`config.mk`:
```
export PLATFORM = sky130hd
export DESIGN_NAME = agp_gpio_override
export DESIGN_NICKNAME = d
export VERILOG_FILES = /design/src/hdl/agp_flag_mux.v /design/src/hdl/agp_gpio_override.v
export VERILOG_INCLUDE_DIRS = /design/src /design/src/hdl
export SDC_FILE = /design/constraint.sdc
export NUM_CORES = 1
export LEC_CHECK = 0
export BUFFER_PORTS_ARGS = -buffer_cell sky130_fd_sc_hd__buf_2
export CORE_AREA = 2 2 102 104
export CTS_CLUSTER_DIAMETER = 60
export DETAILED_ROUTE_END_ITERATION = 12
export DIE_AREA = 0 0 104 106
export GPL_ROUTABILITY_DRIVEN = 0
export GPL_TIMING_DRIVEN = 0
export MAX_ROUTING_LAYER = met4
export PLACE_DENSITY = 0.66
export SETUP_SLACK_MARGIN = 0.05
export SYNTH_ARGS = -nofsm -noshare
export SYNTH_HDL_FRONTEND = slang
export SYNTH_SLANG_ARGS = --single-unit
```
`constraint.sdc`:
```
create_clock -name mclk -period 2.85 [get_ports mclk]
set_clock_uncertainty 0.05 [all_clocks]
set_input_delay 0.1425 -clock mclk [delete_from_list [all_inputs] [get_ports mclk]]
set_output_delay 0.1425 -clock mclk [all_outputs]
set_load 0.1 [all_outputs]
```
`src/hdl/agp_regs.vh`:
```
// Purpose: Register map, field layout and reset values for the gain-control
//          pin override block.
// Assumes: Avalon-MM word addressing, one 8-bit register per 32-bit word.
// Notes:   Byte address is four times the register index.
`ifndef AGP_REGS_VH
`define AGP_REGS_VH
// Register indices
`define AGP_IDX_OVERRIDE 9'h1B0
`define AGP_IDX_DIRECTION 9'h1B1
`define AGP_IDX_DRIVE 9'h1B2
`define AGP_IDX_OUT_RB 9'h1B3
`define AGP_IDX_IN_RB 9'h1B4
`define AGP_IDX_FLAG0_SEL 9'h19B
`define AGP_IDX_FLAG1_SEL 9'h19C
`define AGP_IDX_FLAG_EN 9'h19E
// Field layout
`define AGP_PIN_MSB 3
`define AGP_SEL_MSB 2
`define AGP_EN_FLAG0 0
`define AGP_EN_FLAG1 1
`define AGP_EN_OR 4
// Flag select codes
`define AGP_SEL_RESET 3'h0
`define AGP_SEL_PK0 3'h4
`define AGP_SEL_PK1 3'h5
`define AGP_SEL_LOW 3'h6
// Reset value of all control registers
`define AGP_RST_VAL 8'h00
// Unmapped read answer
`define AGP_UNMAPPED 32'h00000000
`endif

```
`src/hdl/agp_flag_mux.v`:
```
// Purpose: Normal-function flag source for one gain-control pin.
// Assumes: Flag inputs are synchronous to mclk.
// Notes:   Output is registered; forced low when the enable is clear.
`timescale 1ns/1ps
`include "agp_regs.vh"
module agp_flag_mux (
   input wire mclk,
   input wire rst_n,
   input wire [`AGP_SEL_MSB:0] flag_sel,
   input wire flag_en,
   input wire or_en,
   input wire conv_reset,
   input wire peak_hi0,
   input wire peak_hi1,
   input wire peak_low,
   output reg flag_out_r
);
   reg pick; // Selected flag
   reg flag_nxt; // Next flag output

   // Choose flag, optionally OR with converter reset pulse
   always @* begin
      case (flag_sel)
         `AGP_SEL_RESET: pick = conv_reset;
         `AGP_SEL_PK0: pick = peak_hi0;
         `AGP_SEL_PK1: pick = peak_hi1;
         `AGP_SEL_LOW: pick = peak_low;
         default: pick = 1'b0;
      endcase
      if (!flag_en) begin
         flag_nxt = 1'b0;
      end else begin
         flag_nxt = pick | (or_en & conv_reset);
      end
   end

   // Output register
   always @(posedge mclk) begin
      if (!rst_n) begin
         flag_out_r <= 1'b0;
      end else begin
         flag_out_r <= flag_nxt;
      end
   end
endmodule // agp_flag_mux

```
`src/hdl/agp_gpio_override.v`:
```
// Purpose: GPIO override for four gain-control pins over Avalon-MM.
// Assumes: Pins are two-way; pin inputs are asynchronous to mclk.
// Notes:   Answers every access in one cycle after the request.
// Operation
// - Override bit makes pin a GPIO, top priority
// - Bits 0..3 map pins 1..4; 7:4 reserved
// - Direction one drives output, zero is input
// - Direction only matters on overridden pins
// - Overridden output drives its drive-value bit
// - Output readback shows overridden output bits
// - Input readback shows sampled overridden pin inputs
// - Override, direction, drive value reset zero
// - Pins 3,4 carry selected flag, ORed with converter reset when enabled, or low
//
// The Avalon-MM register port was chosen for this implementation.
`timescale 1ns/1ps
`include "agp_regs.vh"
module agp_gpio_override #(
   parameter NPINS = 4
) (
   input wire mclk,
   input wire rst_n,
   input wire [8:0] avs_address,
   input wire avs_read,
   input wire avs_write,
   input wire [31:0] avs_writedata,
   input wire [3:0] avs_byteenable,
   output reg [31:0] avs_readdata,
   output wire avs_waitrequest,
   input wire [NPINS-1:0] gain_ctrl_pin_in,
   output reg [NPINS-1:0] gain_ctrl_pin_out,
   output reg [NPINS-1:0] gain_ctrl_pin_oe,
   input wire [NPINS-1:0] func_out,
   input wire [NPINS-1:0] func_oe,
   input wire conv_reset,
   input wire peak_hi0,
   input wire peak_hi1,
   input wire peak_low
);
   reg [7:0] override_r; // Override select
   reg [7:0] direction_r; // Direction select
   reg [7:0] drive_r; // Drive value
   reg [7:0] flag0_sel_r; // Flag source for pin 3
   reg [7:0] flag1_sel_r; // Flag source for pin 4
   reg [7:0] flag_en_r; // Flag enables
   reg [NPINS-1:0] pin_meta_r; // First sync stage
   reg [NPINS-1:0] pin_sync_r; // Second sync stage
   reg [NPINS-1:0] in_rb_r; // Sampled input readback
   reg [NPINS-1:0] out_rb_r; // Driven output readback
   reg ack_r; // Answer given this cycle
   wire req; // Access pending
   wire wr_ok; // Write takes effect
   wire flag0_pin; // Normal function on pin 3
   wire flag1_pin; // Normal function on pin 4
   reg [NPINS-1:0] norm_out; // Normal-function data
   reg [NPINS-1:0] pin_out_nxt; // Next pin data
   reg [NPINS-1:0] pin_oe_nxt; // Next pin enable
   reg [31:0] rdata_nxt; // Read mux
   integer i;

   // One wait cycle, then the answer
   assign req = avs_read | avs_write;
   assign avs_waitrequest = req & ~ack_r;
   assign wr_ok = avs_write & ack_r & avs_byteenable[0];

   // Handshake tracker
   always @(posedge mclk) begin
      if (!rst_n) begin
         ack_r <= 1'b0;
      end else begin
         ack_r <= req & ~ack_r;
      end
   end

   // Control register writes
   always @(posedge mclk) begin
      if (!rst_n) begin
         override_r <= `AGP_RST_VAL;
         direction_r <= `AGP_RST_VAL;
         drive_r <= `AGP_RST_VAL;
         flag0_sel_r <= `AGP_RST_VAL;
         flag1_sel_r <= `AGP_RST_VAL;
         flag_en_r <= `AGP_RST_VAL;
      end else if (wr_ok) begin
         // Readback indices fall to default and are ignored
         case (avs_address)
            `AGP_IDX_OVERRIDE: override_r <= avs_writedata[7:0];
            `AGP_IDX_DIRECTION: direction_r <= avs_writedata[7:0];
            `AGP_IDX_DRIVE: drive_r <= avs_writedata[7:0];
            `AGP_IDX_FLAG0_SEL: flag0_sel_r <= avs_writedata[7:0];
            `AGP_IDX_FLAG1_SEL: flag1_sel_r <= avs_writedata[7:0];
            `AGP_IDX_FLAG_EN: flag_en_r <= avs_writedata[7:0];
            default: ;
         endcase
      end
   end

   // Normal-function flag sources for pins 3 and 4
   agp_flag_mux u_flag0 (
      .mclk(mclk),
      .rst_n(rst_n),
      .flag_sel(flag0_sel_r[`AGP_SEL_MSB:0]),
      .flag_en(flag_en_r[`AGP_EN_FLAG0]),
      .or_en(flag_en_r[`AGP_EN_OR]),
      .conv_reset(conv_reset),
      .peak_hi0(peak_hi0),
      .peak_hi1(peak_hi1),
      .peak_low(peak_low),
      .flag_out_r(flag0_pin)
   );
   agp_flag_mux u_flag1 (
      .mclk(mclk),
      .rst_n(rst_n),
      .flag_sel(flag1_sel_r[`AGP_SEL_MSB:0]),
      .flag_en(flag_en_r[`AGP_EN_FLAG1]),
      .or_en(flag_en_r[`AGP_EN_OR]),
      .conv_reset(conv_reset),
      .peak_hi0(peak_hi0),
      .peak_hi1(peak_hi1),
      .peak_low(peak_low),
      .flag_out_r(flag1_pin)
   );

   // Pin steering: override first, then normal function
   always @* begin
      norm_out = func_out;
      norm_out[2] = flag0_pin;
      norm_out[3] = flag1_pin;
      for (i = 0; i < NPINS; i = i + 1) begin
         if (override_r[i]) begin
            pin_oe_nxt[i] = direction_r[i];
            pin_out_nxt[i] = direction_r[i] & drive_r[i];
         end else begin
            pin_oe_nxt[i] = (i >= 2) ? 1'b1 : func_oe[i];
            pin_out_nxt[i] = norm_out[i];
         end
      end
   end

   // Pin drivers and readback capture
   always @(posedge mclk) begin
      if (!rst_n) begin
         gain_ctrl_pin_out <= {NPINS{1'b0}};
         gain_ctrl_pin_oe <= {NPINS{1'b0}};
         pin_meta_r <= {NPINS{1'b0}};
         pin_sync_r <= {NPINS{1'b0}};
         in_rb_r <= {NPINS{1'b0}};
         out_rb_r <= {NPINS{1'b0}};
      end else begin
         gain_ctrl_pin_out <= pin_out_nxt;
         gain_ctrl_pin_oe <= pin_oe_nxt;
         pin_meta_r <= gain_ctrl_pin_in;
         pin_sync_r <= pin_meta_r;
         // Only pins overridden as outputs show in output readback
         out_rb_r <= pin_out_nxt & override_r[NPINS-1:0]
            & direction_r[NPINS-1:0];
         // Only pins overridden as inputs show in input readback
         in_rb_r <= pin_sync_r & override_r[NPINS-1:0]
            & ~direction_r[NPINS-1:0];
      end
   end

   // Read mux, bits above each register zero; control bits 7:4 read as written
   always @* begin
      rdata_nxt = `AGP_UNMAPPED;
      case (avs_address)
         `AGP_IDX_OVERRIDE: rdata_nxt[7:0] = override_r;
         `AGP_IDX_DIRECTION: rdata_nxt[7:0] = direction_r;
         `AGP_IDX_DRIVE: rdata_nxt[7:0] = drive_r;
         `AGP_IDX_OUT_RB: rdata_nxt[NPINS-1:0] = out_rb_r;
         `AGP_IDX_IN_RB: rdata_nxt[NPINS-1:0] = in_rb_r;
         `AGP_IDX_FLAG0_SEL: rdata_nxt[7:0] = flag0_sel_r;
         `AGP_IDX_FLAG1_SEL: rdata_nxt[7:0] = flag1_sel_r;
         `AGP_IDX_FLAG_EN: rdata_nxt[7:0] = flag_en_r;
         default: rdata_nxt = `AGP_UNMAPPED;
      endcase
   end

   // Read data register, no side effects
   always @(posedge mclk) begin
      if (!rst_n) begin
         avs_readdata <= `AGP_UNMAPPED;
      end else if (avs_read & ~ack_r) begin
         avs_readdata <= rdata_nxt;
      end
   end
endmodule // agp_gpio_override

```
==> qor.yml, run 1 <==
layout-area-overhead-vs-synth_pct: 21.0
p_leak_nw: 1.88
port_buffers: 48
synth_edf_count: 0
drc: 0
cp_max_fo: 10
tns_ns: 0
clk_path_buf_depth: 2
cts_tree: "done"
synthAdderAreaFrac: 0
overflow: 0
finalWorstSetupSlack_ns: 0.958
ios: 106
arrival_ns: 2.10
ys_types: 51
grt_max_degree: 17
final.min_clock_period_ns: 1.89
syn_area_per_cell_sq_um: 10.1
root_buffer: "clkbuf_8"
finalHoldViolCount: 0
antenna_found_initial: 0
syn_area_sq_um: 3860
die_w_um: 104
drt-initial-drc-count: 148
layout-drive-gt1-share: 0.233
routedWlPerCell_um: 15.4
synth-xor-area-share: 0
clock.fmax_mhz: 529
critPathTopFamily: "simple AND/OR/NAND/NOR gates"
dp_hpwl_um: 6940
dieArea_sq_um: 11000
dieHeight_um: 106
slew_headroom: 0.501
path_cells: "nand3_1, clkbuf_1, nor3_4, mux2i_1, nor2b_1"
finalMaxSlewViolations: 0
critPathMaxStageDelay_ns: 0.58
via_count: 2985
wl_um: 9420
cap_violations: 0
via_per_inst: 4.87
synth_ff_type: "dfxtp_1"
start_util: 0.386
htree_num_levels: 3
ctsResizeCount: 0
vdd_drop_max_v: 0.000243
powerDensity_nw_per_um2: 546
startpoint_type: "flip-flop"
p_total_mw: 2.55
path_buf_inv: 1
synth_compound_area_frac: 0.117
place_area_sq_um: 4360
yosysWarnings: 0
hold_path_class: "in2reg"
synthSimpleGateAreaFrac: 0.210
synthCells: 382
track_usage: 0.182
cts-buffers-inserted: 9
worstPathRequired_ns: 3.06
postCtsSetupBuffers: 0
synth_top_family_by_area: "simple AND/OR/NAND/NOR gates"
ys_ff_latch: 83
hold_buffers: 8
grt_pass1_vias: 2922
rows: 37
cpMaxStageDelayCell: "nor3_4"
fin_area_sq_um: 4670
clkLatencyLatePin_ns: 0.37
rsz0062_at_grt: "no"
worst_setup_path_end_kind: "flip-flop"
yosysSeqAreaShare: 0.431
drtPass1Iterations: 4
ant_nets: 0
status: "complete, no violations"
antennaDiodeCount: 0
final-setup-viol-count: 0
worst_pin_slew_ns: 0.749
cts.sinks: 83
synthArstFlopShare: 0
design.core.area_sq_um: 10000
clkTransAtPathRegs_ns: 0.09
fin_crit_sh: 0.664
final_net_count: 537
post-route-util: 0.467
place_ws_ns: 0.824
path_class: "reg2reg"
grt_pass1_wl_um: 15000
synthMuxAreaShare: 0.162
==> registers in the layout, indices dropped and copies added, names as in the netlist <==
name,flops
ack_r,1
avs_readdata,8
direction_r,8
drive_r,8
flag0_sel_r,8
flag1_sel_r,8
flag_en_r,8
gain_ctrl_pin_oe,4
gain_ctrl_pin_out,4
in_rb_r,4
out_rb_r,4
override_r,8
pin_meta_r,4
pin_sync_r,4
u_flag0.flag_out_r,1
u_flag1.flag_out_r,1
==> cell usage in the layout, fill, tap and decap left out, drive strengths merged, types with 6 or more instances in the layout <==
| master | netlist | routed |
|---|---|---|
| dfxtp | 83 | 83 |
| buf | 32 | 80 |
| nor2b | 49 | 49 |
| mux2i | 48 | 48 |
| conb | 1 | 24 |
| clkbuf | 12 | 21 |
| nand2 | 17 | 17 |
| o21ai | 15 | 15 |
| mux2 | 13 | 13 |
| a22oi | 11 | 11 |
| a21oi | 10 | 10 |
| inv | 7 | 10 |
| and2 | 9 | 9 |
| a21boi | 9 | 9 |
| dlygate4sd3 | 0 | 8 |
| nor2 | 7 | 7 |
| and4 | 6 | 6 |
==> cells in the mapped netlist (2+ instances only) <==
cell,count,share of area
and2_1,9,0.015
a32oi_1,2,0.0045
and4_1,6,0.014
o21bai_1,4,0.0078
o21ai_0,13,0.017
o22a_1,2,0.0045
and4b_1,3,0.0078
o221ai_1,2,0.0045
a22oi_1,11,0.021
nor3_4,4,0.017
a2bb2oi_1,2,0.0045
and3_1,3,0.0049
a22o_1,2,0.0045
buf_2,4,0.0052
o21ai_1,2,0.0026
inv_1,5,0.0049
a21boi_1,7,0.014
nand2_1,16,0.016
mux2_1,9,0.026
a21boi_0,2,0.0039
dfxtp_1,83,0.43
inv_2,2,0.0019
a21oi_1,10,0.013
and3b_1,4,0.0091
nor2b_1,49,0.079
a222oi_1,3,0.0078
nor2_1,6,0.0058
o21a_1,2,0.0039
nor3b_1,4,0.0078
or3_1,2,0.0032
nand3_1,4,0.0052
clkbuf_1,11,0.011
mux2_2,4,0.012
buf_4,26,0.051
mux2i_1,48,0.12
==> final timing paths <==
path	endpoint	slack (ns)	cells past startpoint	startpoint
setup / recovery	flag1_sel_r[3]	0.96	5	ack_r
hold / removal	drive_r[7]	0.02	3	avs_writedata[7]
setup reg to reg	flag1_sel_r[3]	0.96	5	ack_r
hold reg to reg	pin_sync_r[2]	0.39	1	pin_meta_r[2]
==> where the power goes <==
group          internal [mW]  total (mW)  switching [mW]
Sequential              1.17        1.18         0.00472
Clock                  0.511       0.983           0.472
Combinational         0.0897       0.387           0.298
==> stage by stage <==
| step | cells | hold WS [ns] |
|---|---|---|
| 5_1_grt | 613 | 0.0253 |
| 2_1_floorplan | 405 | 0.220 |
| 3_5_place_dp | 589 | 0.302 |
| 3_3_place_gp | 589 | 0.300 |
| 4_1_cts | 613 | 0.0101 |
| 6_report | 613 | 0.0238 |
==> layout make-up <==
class	instances	area [sq um]
buffer	44	277
clock buffer	9	124
clock inverter	7	109
fill	997	5330
inverter	7	26.3
multi-input combinational	271	1980
sequential	83	1660
tap	136	170
timing repair buffer	56	320
==> worst register-to-register path: stages, from the launching register on <==
cell,delay [ns]
dfxtp_1,0.37
nand3_1,0.10
clkbuf_1,0.33
nor3_4,0.59
mux2i_1,0.29
nor2b_1,0.06
==> layer usage <==
metal | track usage | share of wire | vias to the layer above
li1 | - | - | 1487
met1 | 0.219 | 0.45 | 1390
met2 | 0.297 | 0.48 | 90
met3 | 0.0405 | 0.046 | 18
met4 | 0.0724 | 0.023 | 0
met5 | - | 0 | -
==> cell families (layout without fill, tap and decap cells) <==
logic type / count (synthesis) / in the layout
other cells: 1 / 24
mux: 61 / 61
compound gates: 66 / 66
buf+inv: 51 / 123
flops: 83 / 83
simple gates: 120 / 120
Note: power is estimated with default switching activity, not from simulation.
==> inputs of run 2 (changes only) <==
Settings changed: ABC_AREA from default to 1, CORE_AREA 2 2 102 104 to 2 2 100 102, DIE_AREA 0 0 104 106 to 0 0 102 104, PLACE_DENSITY 0.66 to 0.69.
Clock period 2.85 ns to 1.7 ns, I/O delays scaled along.
==> run 2 against run 1 <==
Effect of this change: count of clock-buffer cells in the layout grew 4; fmax grew 25%; critical path depth shrank 1; die area shrank 3.8%; worst hold slack is essentially flat; critical endpoint is now avs_readdata[6]; largest cell class is now flip-flops and latches; largest power group unchanged.
==> qor.yml, run 2 <==
status: "complete, no violations"
synth_edf_count: 0
yosysSeqAreaShare: 0.448
cap_violations: 0
worst_pin_slew_ns: 0.513
ant_nets: 0
wl_um: 9500
die_w_um: 102
ys_types: 31
antenna_found_initial: 0
syn_area_sq_um: 3710
cts-buffers-inserted: 9
dieHeight_um: 104
final_net_count: 645
htree_num_levels: 3
clkLatencyLatePin_ns: 0.36
final_cell_mix: "dfxtp_1 (83), inv_1 (63), a21oi_1 (60), nand2_1 (55), buf_2 (54)"
finalHoldViolCount: 0
vdd_drop_max_v: 0.000517
via_per_inst: 4.86
finalMaxSlewViolations: 0
ios: 106
layout-area-overhead-vs-synth_pct: 23.0
final.min_clock_period_ns: 1.51
antennaDiodeCount: 0
overflow: 0
p_total_mw: 4.16
yosysTopAreaCell: "dfxtp_1"
path_class: "reg2reg"
ys_top_cells_by_area: "dfxtp_1 (45%), a21oi_1 (8.2%), inv_1 (6.4%), nand3_1 (6.2%), o21ai_0 (5.8%)"
dp_hpwl_um: 7000
worst_setup_path_end_kind: "flip-flop"
synthArstFlopShare: 0
final-setup-viol-count: 0
layout-drive-gt1-share: 0.226
rows: 36
slew_headroom: 0.658
hold_path_class: "in2reg"
ys_ff_latch: 83
use_met3: 0.0363
netlist_top_cells_count: "dfxtp_1 (83), inv_1 (63), a21oi_1 (61)"
grt_busiest_layer: "met2"
routedWlPerCell_um: 13.2
grt_util_met2: 0.275
synth_top_family_by_area: "simple AND/OR/NAND/NOR gates"
grt_pass1_vias: 3048
via_count: 3487
grt_util_met1: 0.240
synthAdderAreaFrac: 0
fin_hold_ws_ns: 0.0234
stdcell_count: 717
drc: 0
drtPass1Iterations: 5
syn_area_per_cell_sq_um: 7.67
dp_cells: 690
yosysMostFrequentCell: "dfxtp_1"
dieArea_sq_um: 10600
tns_ns: 0
synth_ff_type: "dfxtp_1"
n_fill_cell: 942
design.core.area_sq_um: 9550
cp_max_fo: 10
mostFrequentLayoutCell: "dfxtp_1"
fin_crit_sh: 0.890
port_buffers: 50
startpoint_type: "flip-flop"
synth_compound_area_frac: 0.188
clk_path_buf_depth: 2
worstPathRequired_ns: 1.90
root_buffer: "clkbuf_8"
grt_pass1_wl_um: 14900
start_util: 0.389
synthMuxAreaShare: 0
p_leak_nw: 1.96
synthCells: 484
synth-xor-area-share: 0
drt-initial-drc-count: 289
grt_max_degree: 13
cts_tree: "done"
clock.fmax_mhz: 661
cts.sinks: 83
synthSimpleGateAreaFrac: 0.219
track_usage: 0.183
rsz0062_at_grt: "no"
arrival_ns: 1.71
yosysWarnings: 0
powerDensity_nw_per_um2: 911
clkTransAtPathRegs_ns: 0.08
post-synth-top-area-fraction: 0.448
==> run 2: cell types whose count changed in the layout (fill, tap and decap cells not counted), sizes merged, moves of 10 or more <==
cell / before / now
o21ai: 15 / 56
nand3: 5 / 53
a22oi: 11 / 1
mux2: 13 / 0
nor2: 7 / 41
inv: 10 / 64
nand2: 17 / 64
nor2b: 49 / 0
mux2i: 48 / 0
a21oi: 10 / 62
o22ai: 1 / 11
==> run 2: cell type report <==
class | instances | area [sq um] | area share
repair buffers | 62 | 375 | 0.0822
well taps | 133 | 166 | 0.0365
flip-flops and latches | 83 | 1660 | 0.364
multi-input cells | 317 | 1620 | 0.354
plain buffers | 41 | 287 | 0.0628
inverters | 66 | 249 | 0.0546
clock inverters | 2 | 60.1 | 0.0132
clock buffers | 13 | 149 | 0.0326
==> run 2: what timing repair did <==
| action | 4_1_cts | 5_1_grt |
|---|---|---|
| resized for setup | 1 | 2 |
| gates cloned | 0 | 0 |
| setup endpoints to repair | 3 | 7 |
| hold buffers | 9 | 0 |
| buffers inserted | 0 | 3 |
| pin swaps | 0 | 1 |
| hold endpoints to repair | 9 | 0 |
==> run 2: layer usage <==
| layer | routed length (um) | vias to the layer above |
|---|---|---|
| li1 | - | 1730 |
| met1 | 4130 | 1582 |
| met2 | 4330 | 152 |
| met3 | 795 | 23 |
| met4 | 246 | 0 |
| met5 | 0 | - |
==> run 2: worst max-delay path, cell delays in order, from the launching register on <==
cell,delay [ns]
dfxtp_1,0.34
nor2_2,0.42
inv_1,0.29
nor2_1,0.22
a21oi_1,0.09
==> run 2: where the power goes <==
part           internal, mW  total, mW  switching (mW)
combinational         0.142      0.664           0.523
clock                 0.862       1.52           0.657
sequential             1.97       1.98         0.00880
total                  2.97       4.16            1.19
==> run 2: logic make-up (layout without fill, tap and decap cells) <==
logic type | after synthesis | after routing
AOI/OAI and AO/OA | 133 | 133
and+or+nand+nor | 160 | 160
other | 1 | 24
buffers and inverters | 107 | 184
DFF | 83 | 83
==> run 2: through the flow <==
stage | worst slack, ns | util | instance area, sq um
6_report | 0.188 | 0.478 | 4560
5_1_grt | 0.0862 | 0.478 | 4560
4_1_cts | 0.0827 | 0.473 | 4520
3_5_place_dp | -0.0109 | 0.442 | 4220
3_3_place_gp | 0.0162 | 0.442 | 4220
2_1_floorplan | 0.202 | - | 3800
==> run 2: final timing paths <==
path	start	to	slack [ns]	cells after the start
setup / recovery	ack_r	avs_readdata[6]	0.19	4
hold reg to reg	pin_meta_r[2]	pin_sync_r[2]	0.37	2
hold / removal	avs_writedata[3]	flag0_sel_r[3]	0.02	3
setup reg to reg	ack_r	avs_readdata[6]	0.19	4
==> inputs of run 3 (changes only) <==
Settings changed: CORE_AREA 2 2 100 102 to 2 2 76 133, DIE_AREA 0 0 102 104 to 0 0 78 135, GPL_TIMING_DRIVEN 0 to 1, SKIP_LAST_GASP from default to 1.
==> run 3 against run 2 <==
Effect of this change: worst setup slack lost 0.11 ns; core utilization shrank 1.3 points; cell area shrank 4.2%; wire length shrank 7.6%; worst hold slack gained 0.011 ns; via count shrank 8.2%; power grew 11%; register-to-register slack lost 0.11 ns; combinational power shrank 8.7%; count of clock-buffer cells in the layout grew 1.
==> qor.yml, run 3 (same netlist as run 2, synthesis figures left out) <==
place_ws_ns: 0.0949
critPathMaxStageDelay_ns: 0.37
hold_path_class: "in2reg"
p_leak_nw: 1.84
p_total_mw: 4.60
worst_pin_slew_ns: 0.529
place_area_sq_um: 3970
startpoint_type: "flip-flop"
worst_setup_path_end_kind: "flip-flop"
grt_max_degree: 45
dp_cells: 643
port_buffers: 50
path_class: "reg2reg"
overflow: 0
p_clk_frac: 0.438
clkTransAtPathRegs_ns: 0.06
vdd_drop_max_v: 0.000731
arrival_ns: 1.79
clkLatencyLatePin_ns: 0.34
cap_violations: 0
p_switching_mw: 1.24
path_buf_inv: 0
worstPathRequired_ns: 1.87
via_count: 3201
drtPass1Iterations: 4
fin_hold_ws_ns: 0.0348
mostFrequentLayoutCell: "dfxtp_1"
root_buffer: "clkbuf_16"
cts.sinks: 83
dieArea_sq_um: 10500
final_cell_mix: "dfxtp_1 (83), inv_1 (63), a21oi_1 (60), nand2_1 (55), buf_2 (50)"
via_per_inst: 4.81
final.min_clock_period_ns: 1.62
routedWlPerCell_um: 13.2
die_w_um: 78
cpMaxStageDelayCell: "dfxtp_1"
htree_num_levels: 3
cp_max_fo: 16
stdcell_count: 666
ant_nets: 0
seq_power_share: 0.431
dp_hpwl_um: 6510
p_comb_frac: 0.132
slew_headroom: 0.645
start_util: 0.394
critPathTopFamily: "simple AND/OR/NAND/NOR gates"
rows: 47
antenna_found_initial: 0
grt_pass1_vias: 3047
powerDensity_nw_per_um2: 1050
cts_tree: "done"
rsz0062_at_grt: "yes"
clk_path_buf_depth: 2
switching_share: 0.269
final-setup-viol-count: 0
antennaDiodeCount: 0
finalMaxSlewViolations: 0
status: "complete, no violations"
layout-area-overhead-vs-synth_pct: 17.8
design.core.area_sq_um: 9410
dieHeight_um: 135
ios: 106
clock.fmax_mhz: 617
p_int_mw: 3.36
track_usage: 0.181
grt_pass1_wl_um: 14300
n_fill_cell: 957
finalWorstSetupSlack_ns: 0.0799
finalHoldViolCount: 0
layout-drive-gt1-share: 0.186
drc: 0
final_net_count: 605
path_cells: "nand2_1, nor2_4, nand3_2, o21ai_0, a21oi_1"
postCtsSetupBuffers: 0
cts-buffers-inserted: 9
drt-initial-drc-count: 235
wl_um: 8770
fin_crit_sh: 0.953
fin_area_sq_um: 4370
-- run 3: cell types whose count changed in the layout (fill, tap and decap cells not counted), sizes merged --
| cell | change |
|---|---|
| clkbuf | -6 |
| dlygate4sd3 | -1 |
| bufinv | -1 |
| buf | -32 |
-- run 3: path summary, 6_finish.rpt --
path / startpoint / endpoint / slack [ns] / cells past startpoint
setup / recovery: ack_r / drive_r[1] / 0.08 / 5
hold / removal: avs_writedata[2] / flag0_sel_r[2] / 0.03 / 3
setup reg to reg: ack_r / drive_r[1] / 0.08 / 5
hold reg to reg: pin_meta_r[3] / pin_sync_r[3] / 0.36 / 2
-- run 3: layer usage --
metal / track usage / up-vias / routed length, um / share of wire
met5: - / - / 0 / 0
met4: 0.130 / 0 / 431 / 0.049
met3: 0.0221 / 25 / 351 / 0.040
met2: 0.316 / 102 / 4570 / 0.52
met1: 0.186 / 1426 / 3420 / 0.39
li1: - / 1648 / - / -
-- run 3: what timing repair did --
| action | in CTS | in global routing |
|---|---|---|
| resized for setup | 0 | 1 |
| hold endpoints to repair | 8 | 0 |
| setup endpoints to repair | 0 | 19 |
| hold buffers | 8 | 0 |
-- run 3: final cells by class --
type                            count  area, sq um  share of cell area
Clock buffer                       14          284              0.0650
Timing Repair Buffer               63          380              0.0870
Tap cell                          122          153              0.0349
Sequential cell                    83         1660               0.380
Multi-Input combinational cell    317         1610               0.369
Clock inverter                      1         30.0             0.00687
Inverter                           66          249              0.0570
-- run 3: through the flow --
stage / setup TNS, ns / utilization
final: 0 / 0.465
after global routing: -0.0842 / 0.465
after CTS: 0 / 0.464
after detailed placement: 0 / 0.422
after global placement: 0 / 0.422
after floorplan: 0 / -
-- run 3: tightest hold or removal path: stages --
cell	delay [ns]
buf_2	0.14
nand3_1	0.09
a21oi_1	0.06
-- run 3: power by group through the flow --
| stage | sequential, mW | combinational, mW | clock [mW] |
|---|---|---|---|
| 2_1_floorplan | 2.12 | 0.417 | 0 |
| 3_3_place_gp | 2.02 | 0.586 | 0 |
| 3_5_place_dp | 2.02 | 0.591 | 0 |
| 4_1_cts | 1.98 | 0.606 | 2.05 |
| 5_1_grt | 1.98 | 0.637 | 2.13 |
| 6_report | 1.98 | 0.606 | 2.01 |
